===== config.mk =====
export PLATFORM = sky130hd
export DESIGN_NAME = ssw_supervisor
export DESIGN_NICKNAME = d
export VERILOG_FILES = /design/src/pkg/ssw_pkg.sv /design/src/rtl/ssw_supervisor.sv
export SDC_FILE = /design/constraint.sdc
export NUM_CORES = 1
export LEC_CHECK = 0
export ABC_CLOCK_PERIOD_IN_PS = 11900
export BUFFER_PORTS_ARGS = -buffer_cell sky130_fd_sc_hd__buf_2
export CAP_MARGIN = 40
export CORE_ASPECT_RATIO = 0.9
export CORE_MARGIN = 1
export CORE_UTILIZATION = 53
export CTS_CLUSTER_DIAMETER = 80
export DETAILED_ROUTE_END_ITERATION = 8
export PLACE_DENSITY = 0.71
export SYNTH_ARGS = -nofsm -noshare
export SYNTH_HDL_FRONTEND = slang
export SYNTH_SLANG_ARGS = --single-unit

===== constraint.sdc =====
create_clock -name mclk_i -period 11.9 [get_ports mclk_i]
set_input_delay 2.38 -clock mclk_i [delete_from_list [all_inputs] [get_ports mclk_i]]
set_output_delay 2.38 -clock mclk_i [all_outputs]
set_load 0.01 [all_outputs]

===== src/pkg/ssw_pkg.sv =====
package ssw_pkg;
  // Clock rate
  localparam int unsigned CLK_HZ         = 100_000_000;
  // Reset timeout, typical figure in ms
  localparam int unsigned RST_TIMEOUT_MS = 200;
  localparam int unsigned RST_TIMEOUT_CYC = CLK_HZ / 1000 * RST_TIMEOUT_MS;
  // Watchdog period in ms (1.6 s)
  localparam int unsigned WDOG_MS        = 1600;
  localparam int unsigned WDOG_CYC       = CLK_HZ / 1000 * WDOG_MS;
  // Internal write cycle, ms
  localparam int unsigned WCYC_MS        = 5;
  localparam int unsigned WCYC_CYC       = CLK_HZ / 1000 * WCYC_MS;
  // Manual reset debounce, us
  localparam int unsigned DEB_US         = 10;
  localparam int unsigned DEB_CYC        = CLK_HZ / 1_000_000 * DEB_US;
  // Memory shape
  localparam int unsigned MEM_BITS       = 2048;
  localparam int unsigned MEM_BYTES      = MEM_BITS / 8;
  localparam int unsigned PAGE_BYTES     = 16;
  localparam int unsigned ADDR_W         = 8;
  // Counter width covering the longest count
  localparam int unsigned CNT_W          = 32;
  // Variants
  localparam int unsigned VAR_SDA_WP     = 0;
  localparam int unsigned VAR_REDUCED    = 1;
  localparam int unsigned VAR_KICK       = 2;
  // Reset values
  localparam logic        RST_ACTIVE_RST = 1'b1;
  // Sequencer states
  typedef enum logic [2:0] {
    SSW_HOLD = 3'b001,
    SSW_TOUT = 3'b010,
    SSW_RUN  = 3'b100
  } ssw_state_t;
endpackage


===== src/rtl/ssw_supervisor.sv =====
`timescale 1ns/1ns
// Operation
// - Low supply asserts both reset outputs
// - Hold reset 200 ms after supply recovers
// - 1.6 s watchdog, source per variant
// - Any kick edge restarts the watchdog
// - External low on reset pin starts reset
// - Manual reset debounced, low starts reset
// - Reset held while manual low, plus timeout
// - Unconnected manual input reads high
// - Write protect high blocks all writes
// - Writes blocked while supply below threshold
// - Gating serves 2k-bit, 16-byte page memory
// - Reduced variant: low reset only, no protect
// - Reset outputs are open drain
// - Interface disabled during 5 ms write cycle
module ssw_supervisor #(
  parameter int unsigned VARIANT         = ssw_pkg::VAR_SDA_WP,
  parameter int unsigned RST_TIMEOUT_CYC = ssw_pkg::RST_TIMEOUT_CYC,
  parameter int unsigned WDOG_CYC        = ssw_pkg::WDOG_CYC,
  parameter int unsigned WCYC_CYC        = ssw_pkg::WCYC_CYC
) (
  // Clock and reset
  input  wire logic                     mclk_i,
  input  wire logic                     rst_i,
  // Supply comparator
  input  wire logic                     supply_low_i,
  // Manual reset and write protect, pull state given
  input  wire logic                     manual_reset_in_i,
  input  wire logic                     manual_reset_conn_i,
  input  wire logic                     write_protect_in_i,
  input  wire logic                     write_protect_conn_i,
  // Watchdog activity sources
  input  wire logic                     sda_i,
  input  wire logic                     watchdog_kick_in_i,
  // Open-drain reset pins
  input  wire logic                     reset_out_n_i,
  output logic                          reset_out_n_o,
  output logic                          reset_out_n_oe_o,
  output logic                          reset_out_p_o,
  output logic                          reset_out_p_oe_o,
  // Memory write request from the serial engine
  input  wire logic                     wr_req_i,
  input  wire logic [ssw_pkg::ADDR_W-1:0] wr_addr_i,
  input  wire logic                     wr_stop_i,
  output logic                          wr_allow_o,
  output logic                          wr_busy_o,
  output logic                          serial_enable_o
);

  // Sequencer state and counters
  ssw_pkg::ssw_state_t       state_reg;
  ssw_pkg::ssw_state_t       state_next;
  logic [ssw_pkg::CNT_W-1:0] tout_cnt_reg;    // Reset timeout counter
  logic [ssw_pkg::CNT_W-1:0] wdog_cnt_reg;    // Watchdog counter
  logic [ssw_pkg::CNT_W-1:0] deb_cnt_reg;     // Debounce counter
  logic [ssw_pkg::CNT_W-1:0] wcyc_cnt_reg;    // Write cycle counter
  logic                      manual_level;    // Manual level after pull-up
  logic                      manual_deb_reg;  // Debounced manual level
  logic                      kick_src;        // Selected watchdog source
  logic                      kick_prev_reg;   // Last source sample
  logic                      kick_edge;       // Any edge on source
  logic                      wdog_fire;       // Watchdog expiry
  logic                      ext_low;         // Pin pulled low by others
  logic                      cause;           // Any active reset cause
  logic                      rst_asserted;    // Outputs active
  logic                      wp_level;        // Protect level after pull-down
  logic                      wr_busy_reg;     // Internal write cycle running

  // Unconnected manual input reads as high
  assign manual_level = manual_reset_conn_i ? manual_reset_in_i : 1'b1;

  // Debounce: level must stay steady for DEB_CYC before it is taken
  always_ff @(posedge mclk_i or posedge rst_i) begin
    if (rst_i) begin
      manual_deb_reg <= 1'b1;
      deb_cnt_reg    <= '0;
    end else if (manual_level == manual_deb_reg) begin
      deb_cnt_reg <= '0;
    end else if (deb_cnt_reg >= ssw_pkg::CNT_W'(ssw_pkg::DEB_CYC - 1)) begin
      manual_deb_reg <= manual_level;
      deb_cnt_reg <= '0;
    end else begin
      deb_cnt_reg <= deb_cnt_reg + 1'b1;
    end
  end

  // Watchdog source: serial data line or dedicated kick pin
  assign kick_src  = (VARIANT == ssw_pkg::VAR_KICK) ? watchdog_kick_in_i : sda_i;
  assign kick_edge = kick_src ^ kick_prev_reg;

  // Pin observed low while we are not driving it means an outside pull
  // Limitation: a pull still held at release retriggers after one free cycle
  assign ext_low   = !reset_out_n_i && !rst_asserted;
  assign wdog_fire = (state_reg == ssw_pkg::SSW_RUN) &&
                     (wdog_cnt_reg >= ssw_pkg::CNT_W'(WDOG_CYC - 1));
  assign cause     = supply_low_i || !manual_deb_reg || ext_low || wdog_fire;
  assign rst_asserted = (state_reg != ssw_pkg::SSW_RUN);

  // Next state: any cause returns to hold; timeout restarts on each cause
  always_comb begin
    state_next = state_reg;
    unique case (state_reg)
      // Our own drive reads low on the pin, so it is not a cause while held
      ssw_pkg::SSW_HOLD: if (!(supply_low_i || !manual_deb_reg)) state_next = ssw_pkg::SSW_TOUT;
      ssw_pkg::SSW_TOUT: begin
        if (supply_low_i || !manual_deb_reg)
          state_next = ssw_pkg::SSW_HOLD;
        else if (tout_cnt_reg >= ssw_pkg::CNT_W'(RST_TIMEOUT_CYC - 1))
          state_next = ssw_pkg::SSW_RUN;
      end
      ssw_pkg::SSW_RUN: if (cause) state_next = ssw_pkg::SSW_HOLD;
      default: state_next = ssw_pkg::SSW_HOLD;
    endcase
  end

  // State register; powers up holding reset
  always_ff @(posedge mclk_i or posedge rst_i) begin
    if (rst_i) state_reg <= ssw_pkg::SSW_HOLD;
    else       state_reg <= state_next;
  end

  // Timeout counter runs only in the timeout state
  always_ff @(posedge mclk_i or posedge rst_i) begin
    if (rst_i)                              tout_cnt_reg <= '0;
    else if (state_reg != ssw_pkg::SSW_TOUT) tout_cnt_reg <= '0;
    else                                    tout_cnt_reg <= tout_cnt_reg + 1'b1;
  end

  // Watchdog counter; held at zero whenever reset is out
  always_ff @(posedge mclk_i or posedge rst_i) begin
    if (rst_i) begin
      wdog_cnt_reg  <= '0;
      kick_prev_reg <= 1'b0;
    end else begin
      kick_prev_reg <= kick_src;
      if (rst_asserted || kick_edge) wdog_cnt_reg <= '0;
      else                           wdog_cnt_reg <= wdog_cnt_reg + 1'b1;
    end
  end

  // Open drain: drive only the asserted level, release otherwise
  assign reset_out_n_o    = 1'b0;
  assign reset_out_n_oe_o = rst_asserted;
  assign reset_out_p_o    = 1'b1;
  assign reset_out_p_oe_o = rst_asserted && (VARIANT != ssw_pkg::VAR_REDUCED);

  // Protect pin; absent in reduced build, pull-down when open
  assign wp_level = (VARIANT == ssw_pkg::VAR_REDUCED) ? 1'b0 :
                    (write_protect_conn_i ? write_protect_in_i : 1'b0);

  // Write gate over the whole 2k-bit array, addresses past its end refused
  assign wr_allow_o = wr_req_i && !wp_level && !supply_low_i && !wr_busy_reg &&
                      (32'(wr_addr_i) < ssw_pkg::MEM_BYTES);

  // Write cycle: started on a granted write's stop, lasts up to 5 ms
  always_ff @(posedge mclk_i or posedge rst_i) begin
    if (rst_i) begin
      wr_busy_reg  <= 1'b0;
      wcyc_cnt_reg <= '0;
    end else if (wr_busy_reg) begin
      if (wcyc_cnt_reg >= ssw_pkg::CNT_W'(WCYC_CYC - 1)) begin
        wr_busy_reg  <= 1'b0;
        wcyc_cnt_reg <= '0;
      end else begin
        wcyc_cnt_reg <= wcyc_cnt_reg + 1'b1;
      end
    end else if (wr_stop_i && wr_allow_o) begin
      wr_busy_reg <= 1'b1;
    end
  end

  assign wr_busy_o       = wr_busy_reg;
  assign serial_enable_o = !wr_busy_reg;
endmodule


After elaboration in Yosys (flattened, before gate mapping). Index checks and enable logic that the tools add are counted.

Output and inout port bits: 7. Register bits: 134. Input bits: 20. Word-level logic and storage cells: 60.

Muxes and demuxes: 15. Bitwise logic cells: 2. $lt $le $gt $ge: 4. Reduce and logical (&&, ||, !) cells: 18. Add/sub/neg operators: 4. Equal/unequal tests: 9.

Operators by type and width (number): 32-bit 2-to-1 mux (5); 32-bit by 1-bit adder with 32-bit output (second input constant) (4); 32-bit by 10-bit >= comparator with 1-bit output (second input constant) (1); 32-bit by 19-bit >= comparator with 1-bit output (second input constant) (1); 32-bit by 25-bit >= comparator with 1-bit output (second input constant) (1); 32-bit by 28-bit >= comparator with 1-bit output (second input constant) (1); 3-bit 2-to-1 mux (4); 3-bit case mux with 3 select lines (1); 1-bit logical AND (6); 1-bit logical NOT (6); 3-bit inequality test (second input constant) (2); 1-bit 2-to-1 mux (5); 1-bit logical OR (4); 2-bit inequality test (second input constant) (2); 3-bit by 1-bit == test with 1-bit output (second input constant) (1); 3-bit by 2-bit == test with 1-bit output (second input constant) (1); 3-bit == test (second input constant) (1); 3-bit by 2-bit inequality test with 1-bit output (second input constant) (1); 3-bit AND reduction (1); 2-bit AND reduction (1); 1-bit == test (1); 1-bit inverter (1); 1-bit bitwise XOR (1).

Longest topological paths before layout. Gate-level depths: netlist (run 1).

Word-level depth: 8. Gate-level depth with buffers: 7.

Least setup slack after synthesis (run 1). OpenSTA, ideal clock, no wires.

Path type: input -> output. Start point: input supply_low_i. End point: output wr_allow_o. Stages on the path: 3. Path slack: 6780 ps. Path buffers: 0. Data required time: 9520 ps. Arrival time: 2740 ps. Cells stage by stage: nor2_1 -> nand2_1 -> a21oi_1.

Word-level cells in the longest chain between the ends: 3.

Ends and longest elaborated chain: start, declared (line ssw_supervisor.sv:27) `input wire logic supply_low_i,`; 1-bit logical NOT (line ssw_supervisor.sv:153) `assign wr_allow_o = wr_req_i && !wp_level && !supply_low_i && !wr_busy_reg &&`; 1-bit logical AND (2 in series) (line ssw_supervisor.sv:153); end, declared (line ssw_supervisor.sv:46) `output logic wr_allow_o,`.

Every way passes these cells.

Worst setup path after layout (run 1). Same ends and word-level chain as after synthesis.

==> results_dict.tcl, run 1 <==
set metrics [dict create \
    dpl.cell_count 795 \
    synth-main-ff-cell "dfrtp_1" \
    worst_clock_skew_ns 0.00520 \
    synthMuxAreaShare_pct 0.661 \
    areaGrowthSynthToFinish_pct 14.7 \
    synth-seq-cells 134 \
    grt_pass1_wl_mm 20.8 \
    hpwl_mm 7.83 \
    core.rowCount 37 \
    gp_congestion 0.755 \
    ir_drop_mv 0.0944 \
    clockBufferDepth 2 \
    worstPathRequired_ns 9.52 \
    multi_input_area_um2 2790 \
    finalCritPeriodShare_pct 44.7 \
    worst_pin_slew_ns 0.792 \
    final-setup-viol-count 0 \
    layout.cells.non_filler 827 \
    synth_edf_count 0 \
    cts_hold_buffers 0 \
    nets 682 \
    clk_latency_ns 0.41 \
    synthTopCellsByCount "dfrtp_1 (132), nor2_1 (87), nand2_1 (44), xor2_1 (36), nand4_1 (33)" \
    synth-xor-area-share_pct 8.84 \
    intPower_uw 785 \
    ys_types 60 \
    cts_tree "yes" \
    pwr-share-seq_pct 46.8 \
    yosys.area_share.simple_pct 25.8 \
    yosys_warnings 0 \
    max_freq_ghz 0.188 \
    antenna_cells 0 \
    async_flop_share_pct 100 \
    cp-start-kind "input port" \
    yosysSeqAreaShare_pct 53.7 \
    grt_usage_pct 21.9 \
    synth_cells 616 \
    wl_per_cell_um 14.1 \
    swShare_pct 24.2 \
    criticalPathCategory "input port to output port" \
    synthAdderAreaFrac_pct 0.802 \
    ant_nets 0 \
    min_path_type "flop to flop" \
    port_buffers 15 \
    drt-initial-drc-count 296 \
    status "complete, no violations" \
    htreeDepth 4 \
    post-cts-setup-buffer-count 0 \
    coreArea_um2 11400 \
    grt_max_degree 49 \
    finalWirelength_mm 11.7 \
    die_area_um2 12200 \
    min_period_ns 5.31 \
    yosysMostFrequentCell "dfrtp_1" \
    io_pins 27 \
    synthTopCellsByArea "dfrtp_1 (53%), nor2_1 (5.2%), xor2_1 (5.1%)" \
    antenna_found_initial 0 \
    dr.pass1.iters 4 \
    die_w_um 116 \
    root_buffer "clkbuf_16" \
    clk_pin_slew_ns 0.06 \
    cap_violations 0 \
    crit_arrival_ns 2.93 \
    regArea_um2 3360 \
    numCtsBuffers 17 \
    cp-end-kind "output port" \
    cts.sinks 134 \
    avgViaCountPerCell 5.49 \
    syn_area_um2 6240 \
    p_leak_nw 2.98 \
    synth_top_family_by_area "simple AND/OR/NAND/NOR gates" \
    post_cts_resized 0 \
    rsz0062_at_grt "no" \
    clockPowerShare_pct 46.3 \
    slew_headroom_pct 46.8 \
    fillers 915 \
    final_hold_viol_count 0 \
    synth_largest_area_cell "dfrtp_1" \
    drv_slew 0 \
    grt_pass1_vias 4508 \
    drive_above_1_share_pct 10.7 \
    final.setup.tns_ns 0 \
    die_h_um 105 \
    power_frac_comb_pct 6.9 \
    grt.overflow.total 0 \
    netlist.area_leader.share_pct 52.9 \
    synth_compound_area_share_pct 7.11 \
    synth.avg_cell_area_um2 10.1 \
    power_switching_uw 251 \
    vias 4540 \
    total_power_mw 1.04 \
    p_per_area_nw_per_um2 145 \
    initial_core_util_pct 54.6 \
    critPathMaxFanout 2 \
    drcViolationCount 0 \
]
[metal layers]
| layer | global-route usage [%] | wire length, um |
|---|---|---|
| met2 | 35.2 | 5630 |
| met5 | 0 | 0 |
| met3 | 5.16 | 377 |
| met1 | 29.1 | 5500 |
| met4 | 7.23 | 159 |
[cell usage in the layout (no fill, tap or decap), types with 7 or more instances in the layout]
| cell | count |
|---|---|
| dfrtp_1 | 132 |
| nor2_1 | 87 |
| nand2_1 | 44 |
| xor2_1 | 36 |
| nand4_1 | 33 |
| nand3_1 | 31 |
| xnor2_1 | 27 |
| conb_1 | 24 |
| inv_1 | 23 |
| clkbuf_16 | 17 |
| buf_2 | 15 |
| and3_1 | 14 |
| nor3_1 | 14 |
| nor2b_1 | 13 |
| nor4_1 | 11 |
| o21ai_0 | 11 |
| or3_1 | 11 |
| a21oi_1 | 9 |
| a31oi_1 | 8 |
| and4_1 | 7 |
| or4_1 | 7 |
[power groups by stage]
stage,Clock (mW),Combinational [mW],Sequential (mW)
after floorplan,0,0.0541,0.490
after global placement,0,0.0669,0.492
after detailed placement,0,0.0725,0.493
after CTS,0.492,0.0727,0.485
after global routing,0.512,0.0827,0.488
final,0.480,0.0716,0.485
[path summary, 6_finish.rpt]
path / startpoint / to / slack [ns] / cells after the start
max in group asynchronous: rst_i / state_reg[0] / 8.61 / 4
max reg2reg: wr_busy_o / wcyc_cnt_reg[6] / 9.37 / 5
min: wcyc_cnt_reg[18] / wcyc_cnt_reg[18] / 0.47 / 1
min in group asynchronous: rst_i / kick_prev_reg / 2.03 / 2
min reg2reg: wcyc_cnt_reg[18] / wcyc_cnt_reg[18] / 0.47 / 1
max: supply_low_i / wr_allow_o / 6.59 / 5
[worst max-delay path, cell delays in order]
cell and delay [ns]:
buf_2 0.11, nor2_1 0.08, nand2_1 0.06, a21oi_1 0.14
buf_2 0.16
[layout make-up]
type / instances / area share [%]
repair buffers: 21 / 2.41
well taps: 156 / 2.73
flip-flops and latches: 134 / 46.9
clock inverters: 13 / 1.52
multi-input cells: 459 / 38.9
inverters: 25 / 1.35
clock buffers: 19 / 6.19
[metrics by stage]
stage	area, um^2	setup WS (ns)	hold slack (ns)	util (%)
after floorplan	6330	5.94	0.442	-
after global placement	6530	6.60	0.456	57.1
after detailed placement	6610	6.60	0.465	57.8
after CTS	7160	6.59	0.471	62.6
after global routing	7160	6.53	0.486	62.6
final	7160	6.59	0.467	62.6
[cells by family (layout without fill, tap and decap cells)]
family / after synthesis / in the layout
simple gates: 300 / 300
compound gates: 64 / 64
xor+xnor: 63 / 63
fa+ha+maj: 4 / 4
mux: 4 / 4
flops: 134 / 134
other cells: 2 / 24
buf+inv: 45 / 78
No activity file was read; power rests on OpenSTA's default activity.
==> inputs of run 2 (changes only) <==
--- a/config.mk
+++ b/config.mk
@@ -5,7 +5,7 @@
 export SDC_FILE = /design/constraint.sdc
 export NUM_CORES = 1
 export LEC_CHECK = 0
-export ABC_CLOCK_PERIOD_IN_PS = 11900
+export ABC_CLOCK_PERIOD_IN_PS = 4320
 export BUFFER_PORTS_ARGS = -buffer_cell sky130_fd_sc_hd__buf_2
 export CAP_MARGIN = 40
 export CORE_ASPECT_RATIO = 0.9
@@ -13,7 +13,7 @@
 export CORE_UTILIZATION = 53
 export CTS_CLUSTER_DIAMETER = 80
 export DETAILED_ROUTE_END_ITERATION = 8
-export PLACE_DENSITY = 0.71
+export PLACE_DENSITY = 0.74
 export SYNTH_ARGS = -nofsm -noshare
 export SYNTH_HDL_FRONTEND = slang
 export SYNTH_SLANG_ARGS = --single-unit
==> constraint.sdc (replaced) <==
create_clock -name mclk_i -period 4.32 [get_ports mclk_i]
set_input_delay 0.864 -clock mclk_i [delete_from_list [all_inputs] [get_ports mclk_i]]
set_output_delay 0.864 -clock mclk_i [all_outputs]
set_load 0.01 [all_outputs]
==> results_dict.tcl, run 2 (same netlist as run 1, synthesis figures left out) <==
set metrics [dict create \
    min_path_type "flop to flop" \
    total_power_mw 3.00 \
    grt_max_degree 135 \
    cp-end-kind "output port" \
    p_per_area_nw_per_um2 418 \
    slew_headroom_pct 41.3 \
    fin_util_pct 62.9 \
    ant_nets 0 \
    dr.pass1.iters 4 \
    grt_usage_pct 22.2 \
    antenna_cells 0 \
    die_h_um 105 \
    avgViaCountPerCell 5.61 \
    initial_core_util_pct 54.6 \
    drt-initial-drc-count 331 \
    min_period_ns 2.44 \
    worst_pin_slew_ns 0.873 \
    status "complete, no violations" \
    cp-start-kind "flop" \
    clk_latency_ns 0.42 \
    max_freq_ghz 0.411 \
    die_w_um 116 \
    multi_input_area_um2 2790 \
    min_path_cells 1 \
    p_leak_nw 2.99 \
    htreeDepth 4 \
    final_hold_viol_count 0 \
    drive_above_1_share_pct 10.6 \
    worst_clock_skew_ns 0.0125 \
    final-setup-viol-count 0 \
    dpl.cell_count 794 \
    cts.sinks 134 \
    fillers 950 \
    numCtsBuffers 17 \
    nets 681 \
    final_common_cell "dfrtp_1" \
    post-cts-setup-buffer-count 0 \
    core.rowCount 37 \
    critPathMaxFanout 25 \
    areaGrowthSynthToFinish_pct 15.1 \
    grt.overflow.total 0 \
    clockBufferDepth 2 \
    finalWirelength_mm 12.2 \
    grt_pass1_vias 4621 \
    hold_slack_ns 0.473 \
    finalCritPeriodShare_pct 56.4 \
    antenna_found_initial 0 \
    coreArea_um2 11400 \
    hpwl_mm 7.85 \
    crit_arrival_ns 1.57 \
    cts_hold_buffers 0 \
    io_pins 27 \
    layout.cells.non_filler 826 \
    ir_drop_mv 0.344 \
    cap_violations 0 \
    clk_pin_slew_ns 0.06 \
    post_cts_resized 0 \
    grt_pass1_wl_mm 21.1 \
    drcViolationCount 0 \
    wl_per_cell_um 14.8 \
    root_buffer "clkbuf_16" \
    worst_r2r_path_depth 4 \
    port_buffers 15 \
    regArea_um2 3360 \
    cts_tree "yes" \
    die_area_um2 12200 \
    drv_slew 0 \
    final.setup.tns_ns 0 \
    worstPathRequired_ns 3.46 \
    gp_congestion 0.824 \
    vias 4634 \
    mostFrequentLayoutCells "dfrtp_1 (132), nor2_1 (87), nand2_1 (44)" \
    rsz0062_at_grt "no" \
    criticalPathCategory "flop to output port" \
]
run 2: changes by cell type in the layout (fill, tap and decap cells not counted), sizes merged:
cell      before  now
clkbuf        19   18
inv           25   26
clkinvlp       6    5
bufinv         1    3
clkinv         6    5
buf           21   20
run 2: critical path, cell delays in order (launching register included):
cell	delay (ns)
dfrtp_1	0.38
buf_4	0.22
inv_1	0.33
buf_2	0.21
run 2: cell type report:
class                      count  area share [%]
clock buffer                  18            5.97
clock inverter                14            2.47
inverter                      25            1.36
multi-input combinational    459            38.8
sequential                   134            46.7
tap                          156            2.72
timing repair buffer          20            2.02
run 2: where the power goes:
| part | leakage [nW] | internal (mW) | total (mW) | switching (mW) |
|---|---|---|---|---|
| registers | 1.80 | 1.30 | 1.34 | 0.0408 |
| logic | 0.903 | 0.0661 | 0.200 | 0.134 |
| clock network | 0.283 | 0.912 | 1.46 | 0.550 |
run 2: final timing paths:
check,start,to,slack [ns]
min in group asynchronous,rst_i,tout_cnt_reg[1],0.66
worst max-delay path,wr_busy_o,serial_enable_o,1.88
worst max register to register,wcyc_cnt_reg[20],wcyc_cnt_reg[8],1.96
worst min register to register,wcyc_cnt_reg[18],wcyc_cnt_reg[18],0.47
max in group asynchronous,rst_i,wcyc_cnt_reg[25],3.17
worst min-delay path,wcyc_cnt_reg[18],wcyc_cnt_reg[18],0.47
run 2: through the flow:
step | setup WS, ns | cell area (um^2)
2_1_floorplan | 1.79 | 6330
3_3_place_gp | 1.88 | 6550
3_5_place_dp | 1.87 | 6580
4_1_cts | 1.87 | 7190
5_1_grt | 1.77 | 7190
6_report | 1.88 | 7190
run 2: routing by layer:
layer	up-vias	track usage, %	routed length (um)
li1	2234	-	-
met1	2311	28.6	5560
met2	69	35.5	6080
met3	20	6.15	382
met4	0	8.06	165
met5	-	0	0
